### src/common/err_route_pkg.sv
// Constants for the link uncorrectable error mask and severity bank.
// Assumes a 32-bit AXI4-Lite register bus with byte addressing.
package err_route_pkg;

  // Register byte offsets
  localparam logic [11:0] MASK_OFFSET = 12'h108;
  localparam logic [11:0] SEV_OFFSET = 12'h10C;

  // Field positions, shared by mask and severity
  localparam int LINK_RESET_TIMEOUT_BIT = 21;
  localparam int UNSUPPORTED_REQUEST_BIT = 20;
  localparam int MALFORMED_PACKET_BIT = 18;
  localparam int RX_BUFFER_OVERFLOW_BIT = 17;
  localparam int UNEXPECTED_COMPLETION_BIT = 16;
  localparam int COMPLETER_ABORT_BIT = 15;
  localparam int COMPLETION_TIMEOUT_BIT = 14;
  localparam int FLOW_CONTROL_ERROR_BIT = 13;
  localparam int POISONED_PACKET_BIT = 12;
  localparam int SURPRISE_LINK_DOWN_BIT = 5;
  localparam int LINK_LAYER_PROTOCOL_BIT = 4;
  localparam int TRAINING_ERROR_BIT = 0;

  // Implemented bits; everything else is reserved and reads zero
  localparam logic [31:0] WRITABLE_BITS = 32'h0037_F031;
  // Error sources that reach the logs; training error is excluded
  localparam logic [31:0] ROUTED_BITS = 32'h0037_F030;

  // Values after power-on reset
  localparam logic [31:0] MASK_RESET = 32'h0000_0000;
  localparam logic [31:0] SEV_RESET = 32'h0026_0000;

  // AXI responses
  localparam logic [1:0] RESP_OKAY = 2'h0;
  localparam logic [1:0] RESP_SLVERR = 2'h2;

  typedef enum logic [1:0]
  {
    SEL_NONE = 2'b00,
    SEL_MASK = 2'b01,
    SEL_SEV = 2'b10
  } reg_sel_t;

endpackage

### src/common/err_route_if.sv
// Carrier between the register bank and the error router.
// Assumes both ends share one clock; no timing lives here.
`timescale 1ns/1ps
interface err_route_if;
  logic [31:0] err_event;
  logic [31:0] mask;
  logic [31:0] sev;
  logic [31:0] fatal_vec;
  logic [31:0] nonfatal_vec;

  modport regs
  (
    output err_event,
    output mask,
    output sev,
    input fatal_vec,
    input nonfatal_vec
  );

  modport router
  (
    input err_event,
    input mask,
    input sev,
    output fatal_vec,
    output nonfatal_vec
  );
endinterface

### src/logic/err_mask_sev_regs.sv
// Link uncorrectable error mask and severity registers, AXI4-Lite slave.
// Assumes aclk at 100 MHz; porst_n is the power-on reset, aresetn any reset.
//
// Design decision made here: the AXI4-Lite slave port.
`timescale 1ns/1ps
module err_mask_sev_regs
  import err_route_pkg::*;
#(
  parameter int ADDR_W = 12
)
(
  // Clock and resets
  input wire logic aclk,
  input wire logic aresetn,
  input wire logic porst_n,
  // AXI4-Lite write address
  input wire logic awvalid,
  output logic awready,
  input wire logic [ADDR_W-1:0] awaddr,
  // AXI4-Lite write data
  input wire logic wvalid,
  output logic wready,
  input wire logic [31:0] wdata,
  input wire logic [3:0] wstrb,
  // AXI4-Lite write response
  output logic bvalid,
  input wire logic bready,
  output logic [1:0] bresp,
  // AXI4-Lite read address
  input wire logic arvalid,
  output logic arready,
  input wire logic [ADDR_W-1:0] araddr,
  // AXI4-Lite read data
  output logic rvalid,
  input wire logic rready,
  output logic [31:0] rdata,
  output logic [1:0] rresp,
  // Recorded errors from the status register, one pulse per error
  input wire logic [31:0] err_event,
  // Routed errors toward the first and next error logs
  output logic [31:0] fatal_err_vec,
  output logic [31:0] nonfatal_err_vec,
  output logic fatal_err,
  output logic nonfatal_err
);

  function automatic reg_sel_t reg_select(input logic [ADDR_W-1:0] addr);
    if (addr[11:0] == MASK_OFFSET)
      return SEL_MASK;
    else if (addr[11:0] == SEV_OFFSET)
      return SEL_SEV;
    else
      return SEL_NONE;
  endfunction

  err_route_if rif();

  // Write channel state
  logic aw_full;
  logic [ADDR_W-1:0] aw_addr_q;
  logic w_full;
  logic [31:0] w_data_q;
  logic [3:0] w_strb_q;
  logic bvalid_q;
  logic [1:0] bresp_q;
  logic next_aw_full;
  logic [ADDR_W-1:0] next_aw_addr;
  logic next_w_full;
  logic [31:0] next_w_data;
  logic [3:0] next_w_strb;
  logic next_bvalid;
  logic [1:0] next_bresp;
  logic wr_commit;
  reg_sel_t wr_sel;
  logic [31:0] strb_bits;

  // Read channel state
  logic rvalid_q;
  logic [31:0] rdata_q;
  logic [1:0] rresp_q;
  logic next_rvalid;
  logic [31:0] next_rdata;
  logic [1:0] next_rresp;
  reg_sel_t rd_sel;

  // Sticky field state
  logic [31:0] mask;
  logic [31:0] sev;
  logic [31:0] next_mask;
  logic [31:0] next_sev;

  // A full response blocks new beats so one write is under way at a time
  assign awready = !aw_full && !bvalid_q;
  assign wready = !w_full && !bvalid_q;
  assign arready = !rvalid_q;
  assign wr_commit = aw_full && w_full && !bvalid_q;
  assign wr_sel = reg_select(aw_addr_q);
  assign rd_sel = reg_select(araddr);

  always_comb
  begin
    next_aw_full = aw_full;
    next_aw_addr = aw_addr_q;
    next_w_full = w_full;
    next_w_data = w_data_q;
    next_w_strb = w_strb_q;
    next_bvalid = bvalid_q;
    next_bresp = bresp_q;
    if (awvalid && awready)
    begin
      next_aw_full = 1'b1;
      next_aw_addr = awaddr;
    end
    if (wvalid && wready)
    begin
      next_w_full = 1'b1;
      next_w_data = wdata;
      next_w_strb = wstrb;
    end
    if (wr_commit)
    begin
      next_aw_full = 1'b0;
      next_w_full = 1'b0;
      next_bvalid = 1'b1;
      next_bresp = (wr_sel == SEL_NONE) ? RESP_SLVERR : RESP_OKAY;
    end
    else if (bvalid_q && bready)
      next_bvalid = 1'b0;
  end

  always_ff @(posedge aclk)
  begin
    if (!aresetn)
    begin
      aw_full <= 1'b0;
      aw_addr_q <= '0;
      w_full <= 1'b0;
      w_data_q <= 32'h0000_0000;
      w_strb_q <= 4'h0;
      bvalid_q <= 1'b0;
      bresp_q <= RESP_OKAY;
    end
    else
    begin
      aw_full <= next_aw_full;
      aw_addr_q <= next_aw_addr;
      w_full <= next_w_full;
      w_data_q <= next_w_data;
      w_strb_q <= next_w_strb;
      bvalid_q <= next_bvalid;
      bresp_q <= next_bresp;
    end
  end

  assign bvalid = bvalid_q;
  assign bresp = bresp_q;

  // Unmapped reads answer zero with an error response
  always_comb
  begin
    next_rvalid = rvalid_q;
    next_rdata = rdata_q;
    next_rresp = rresp_q;
    if (arvalid && arready)
    begin
      next_rvalid = 1'b1;
      next_rresp = RESP_OKAY;
      if (rd_sel == SEL_MASK)
        next_rdata = mask & WRITABLE_BITS;
      else if (rd_sel == SEL_SEV)
        next_rdata = sev & WRITABLE_BITS;
      else
      begin
        next_rdata = 32'h0000_0000;
        next_rresp = RESP_SLVERR;
      end
    end
    else if (rvalid_q && rready)
      next_rvalid = 1'b0;
  end

  always_ff @(posedge aclk)
  begin
    if (!aresetn)
    begin
      rvalid_q <= 1'b0;
      rdata_q <= 32'h0000_0000;
      rresp_q <= RESP_OKAY;
    end
    else
    begin
      rvalid_q <= next_rvalid;
      rdata_q <= next_rdata;
      rresp_q <= next_rresp;
    end
  end

  assign rvalid = rvalid_q;
  assign rdata = rdata_q;
  assign rresp = rresp_q;

  // Byte strobes widened to a bit mask
  genvar gi;
  generate
    for (gi = 0; gi < 4; gi++)
    begin : g_strb
      assign strb_bits[gi*8 +: 8] = {8{w_strb_q[gi]}};
    end
  endgenerate

  // Training error bit is stored but routes nothing: its effect is undefined
  // Writes are dropped during warm reset so the sticky fields hold
  always_comb
  begin
    next_mask = mask;
    next_sev = sev;
    if (aresetn && wr_commit && wr_sel == SEL_MASK)
      next_mask = ((mask & ~strb_bits) | (w_data_q & strb_bits))
        & WRITABLE_BITS;
    if (aresetn && wr_commit && wr_sel == SEL_SEV)
      next_sev = ((sev & ~strb_bits) | (w_data_q & strb_bits))
        & WRITABLE_BITS;
  end

  // Only power-on reset loads MASK_RESET and SEV_RESET into the fields, so they survive warm resets
  always_ff @(posedge aclk)
  begin
    if (!porst_n)
    begin
      mask <= MASK_RESET;
      sev <= SEV_RESET;
    end
    else
    begin
      mask <= next_mask;
      sev <= next_sev;
    end
  end

  assign rif.err_event = err_event;
  assign rif.mask = mask;
  assign rif.sev = sev;

  err_router u_router
  (
    .aclk(aclk),
    .aresetn(aresetn),
    .rt(rif.router)
  );

  assign fatal_err_vec = rif.fatal_vec;
  assign nonfatal_err_vec = rif.nonfatal_vec;
  assign fatal_err = |rif.fatal_vec;
  assign nonfatal_err = |rif.nonfatal_vec;
endmodule

### src/logic/err_router.sv
// Error router: gates recorded errors by mask, splits them by severity.
// Assumes err_event pulses come from the status register set logic.
`timescale 1ns/1ps
module err_router
  import err_route_pkg::*;
(
  // Clock and reset
  input wire logic aclk,
  input wire logic aresetn,
  // Register bank side
  err_route_if.router rt
);

  logic [31:0] fatal_q;
  logic [31:0] nonfatal_q;
  logic [31:0] next_fatal;
  logic [31:0] next_nonfatal;
  logic [31:0] unmasked;

  always_comb
  begin
    unmasked = rt.err_event & ~rt.mask & ROUTED_BITS;
    next_fatal = unmasked & rt.sev;
    next_nonfatal = unmasked & ~rt.sev;
  end

  always_ff @(posedge aclk)
  begin
    if (!aresetn)
    begin
      fatal_q <= 32'h0000_0000;
      nonfatal_q <= 32'h0000_0000;
    end
    else
    begin
      fatal_q <= next_fatal;
      nonfatal_q <= next_nonfatal;
    end
  end

  assign rt.fatal_vec = fatal_q;
  assign rt.nonfatal_vec = nonfatal_q;

endmodule

### config.mk
export PLATFORM = sky130hd
export DESIGN_NAME = err_mask_sev_regs
export DESIGN_NICKNAME = d
export VERILOG_FILES = /design/src/common/err_route_pkg.sv /design/src/common/err_route_if.sv /design/src/logic/err_mask_sev_regs.sv /design/src/logic/err_router.sv
export SDC_FILE = /design/constraint.sdc
export NUM_CORES = 1
export LEC_CHECK = 0
export BUFFER_PORTS_ARGS = -buffer_cell sky130_fd_sc_hd__buf_4
export CORE_MARGIN = 1
export CORE_UTILIZATION = 51
export CTS_BUF_LIST = sky130_fd_sc_hd__clkbuf_4 sky130_fd_sc_hd__clkbuf_8
export CTS_CLUSTER_SIZE = 16
export DETAILED_ROUTE_END_ITERATION = 8
export PLACE_DENSITY = 0.94
export SYNTH_ARGS = -nofsm -noshare
export SYNTH_HDL_FRONTEND = slang
export SYNTH_SLANG_ARGS = --single-unit
export TNS_END_PERCENT = 100
### constraint.sdc
create_clock -name aclk -period 5.05 [get_ports aclk]
set_input_delay 1.01 -clock aclk [delete_from_list [all_inputs] [get_ports aclk]]
set_output_delay 1.01 -clock aclk [all_outputs]
set_load 0.02 [all_outputs]
==> flow_summary_export.csv <==
group,metric,value,unit
worst_setup_path,r2r-start,"aw_addr_q[10]$_SDFFE_PN0P_",
global_route,track_usage,20.3,%
route,drcViolationCount,0,
synthesis,ys_seq_elements,91,
global_route,grt_pass1_wl,13.3,mm
timing,hold_viol,0,
cts,cts_hold_repair.buffers,0,
floorplanning,die-area,0.00822,sq mm
timing,period_needed,2.40,ns
worst_setup_path,required,4.04,ns
cts,cts-root-buf,"clkbuf_8",
timing,rsz0062_at_grt,"false",
synthesis,synth_top_area_cell,"dfxtp_1",
synthesis,synthCells,440,
synthesis,async_reset_ff_share,0,%
floorplanning,start_util,54.1,%
global_route,grt_pass1_vias,2822,
synthesis,synth_common_cells,"101 x nand2_1, 91 x dfxtp_1, 64 x buf_4",
timing,drv_slew,0,
cts,cts_sinks,91,
cts,cts_tree,"done",
route,route.vias.total,3007,
power,swShare,27.3,%
global_route,globalRoute.busiestLayer,"met2",
worst_setup_path,cp.buffers_inverters,1,
synthesis,synth_edf_count,0,
timing,setup_slack,2.65,ns
placement,dp.cells,616,
synthesis,synth_area_leaders,"dfxtp_1 45%, buf_4 12%, nand2_1 9.5%",
synthesis,ys_types,34,
timing,timing.fmax,417,MHz
synthesis,synth_warnings,0,
flow_run,maxCapViolations,0,
floorplanning,rows,31,
cts,clk-insertion-delay-late,0.35,ns
synthesis,yosysMostFrequentCell,"nand2_1",
placement,dp_hpwl,6.04,mm
global_route,use_met1,23.8,%
placement,io_buffers,100,
worst_setup_path,startpoint_type,"flop",
cts,htreeDepth,3,
timing,skew,0.0109,ns
cts,path_clk_slew,0.09,ns
finish,syn_to_final_growth,18.7,%
synthesis,synthFlopType,"dfxtp_1",
finish,drive_gt1_share,24.6,%
route,drt_iter0_drc,136,
worst_setup_path,worstRegToRegCells,4,
synthesis,synth_area,0.00401,sq mm
worst_setup_path,cp.arrival,1.39,ns
route,ant_nets,0,
cts,cts_setup_buffers,0,
worst_setup_path,critical_path_class,"reg -> out",
power,ir_drop,225,uV
worst_hold_path,hold_class,"reg -> reg",
cts,cts_resized,0,
worst_setup_path,path_max_fanout,2,
timing,final-setup-viol-count,0,
timing,worstMarginPinSlew,0.527,ns
floorplanning,die_y,90.6,um
floorplanning,core,0.00741,sq mm
worst_setup_path,crit_path_top_delay_cell,"nor4_1",
worst_hold_path,hold_start,"w_data_q[21]$_SDFFE_PN0P_",
global_route,met3_usage,6.73,%
finish,fin_nets,628,
finish,final_util,64.2,%
power,p_int,1070,uW
worst_setup_path,cp_slowest_stage_delay,0.39,ns
route,drt_wl_total,8.11,mm
worst_setup_path,crit_chain,"nor4_1 -> nand3_1 -> buf_4",
power,p_sw,402,uW
power,power_density,309,mW/mm^2
power,clock_power_share,33.9,%
worst_hold_path,whs_path_depth,2,
global_route,grt_use_met2,34.8,%
route,vias_per_cell,4.76,
power,seq_power_share,51.8,%
route,wl_per_cell,12.8,um
global_route,grt_overflow,0,
cts,cts_buffers,9,
placement,gp_congestion,0.722,
worst_setup_path,end_kind,"output port",
worst_setup_path,rrSetupSlack,3.17,ns
timing,max-slew-margin-rel,64.9,%
synthesis,seq_area_frac_synth,45.5,%
synthesis,synth_area_per_cell,9.11,sq um
timing,fin_crit_sh,47.5,%
timing,holdWs,0.468,ns
synthesis,yosys.area.top_type_share,45.5,%
placement,dpl_worst_slack,2.37,ns
power,cellLeakagePower,0.00215,uW
worst_setup_path,cpLargestDelayFamily,"simple AND/OR/NAND/NOR gates",
run_status,status,"completed",
route,firstDrtPassIters,4,
cts,cts_buffer_depth,2,
floorplanning,die_w,90.6,um
power,combPwrFrac,14.4,%
timing,finalSetupTns,0,ns
finish,diodes,0,
floorplanning,io-pin-count,207,
global_route,grt_start_max_net_pins,48,
global_route,grt_antenna_before_repair,0,
finish,layout.cells.non_filler,632,
==> layout make-up <==
type	instances	area, sq um
Fill cell	611	2650
Multi-Input combinational cell	322	1840
Sequential cell	91	1820
Timing Repair Buffer	101	758
Clock buffer	10	138
Tap cell	99	124
Clock inverter	6	68.8
Inverter	3	11.3
==> per-stage QoR <==
step / total power [uW] / cell area [sq um]
floorplan: 952 / 4240
global placement: 983 / 4550
detailed placement: 990 / 4550
CTS: 1480 / 4760
global route: 1540 / 4760
finish: 1470 / 4760
==> placed cells by master (no fill, tap or decap), drive strengths merged, types with 2 or more instances in the layout <==
master / count
nor3b: 11
a211oi: 12
nor4: 5
nand2b: 2
nor3: 13
o21ai: 3
a21boi: 30
clkbuf: 10
nand3: 5
and2: 2
dfxtp: 91
conb: 64
and3b: 2
inv: 6
nand2: 102
nor2b: 8
buf: 101
mux2i: 36
and3: 4
nor2: 15
==> worst reg2reg max path, stage by stage, from the launching register on <==
cell	delay (ns)
dfxtp_1	0.32
nor4b_1	0.39
and4_1	0.44
and3_1	0.40
mux2i_1	0.26
==> power groups by stage <==
stage          sequential (uW)  combinational (uW)  clock (uW)
2_1_floorplan              789                 163           0
3_3_place_gp               777                 206           0
3_5_place_dp               778                 212           0
4_1_cts                    762                 212         510
5_1_grt                    766                 231         539
6_report                   762                 211         499
==> per-layer routing <==
layer / wire length, um / share of wire, %
met2: 4030 / 50
met1: 3410 / 42
met5: 0 / 0
met3: 600 / 7.4
met4: 73 / 0.90
==> worst max path at each step <==
stage / slack [ns] / endpoint / cells after the start / from
after global routing: 2.54 / fatal_err / 3 / u_router.rt.fatal_vec[5]$_SDFF_PN0_
after detailed placement: 2.37 / rdata[21]$_SDFFE_PN0P_ / 5 / araddr[1]
after CTS: 2.58 / fatal_err / 3 / u_router.rt.fatal_vec[4]$_SDFF_PN0_
after floorplan: 2.71 / rdata[12]$_SDFFE_PN0P_ / 5 / araddr[4]
final: 2.65 / fatal_err / 3 / u_router.rt.fatal_vec[4]$_SDFF_PN0_
after global placement: 2.41 / rdata[21]$_SDFFE_PN0P_ / 5 / araddr[1]
==> cell families after synthesis <==
| family | after synthesis | share of synthesized area [%] |
|---|---|---|
| AO/OA/AOI/OAI | 49 | 10.7 |
| multiplexers | 36 | 8.99 |
| flip-flops | 91 | 45.5 |
| AND/OR/NAND/NOR | 173 | 20.0 |
| other | 1 | 0.0936 |
| buffers and inverters | 90 | 14.7 |
(Power assumes the default switching activity.)
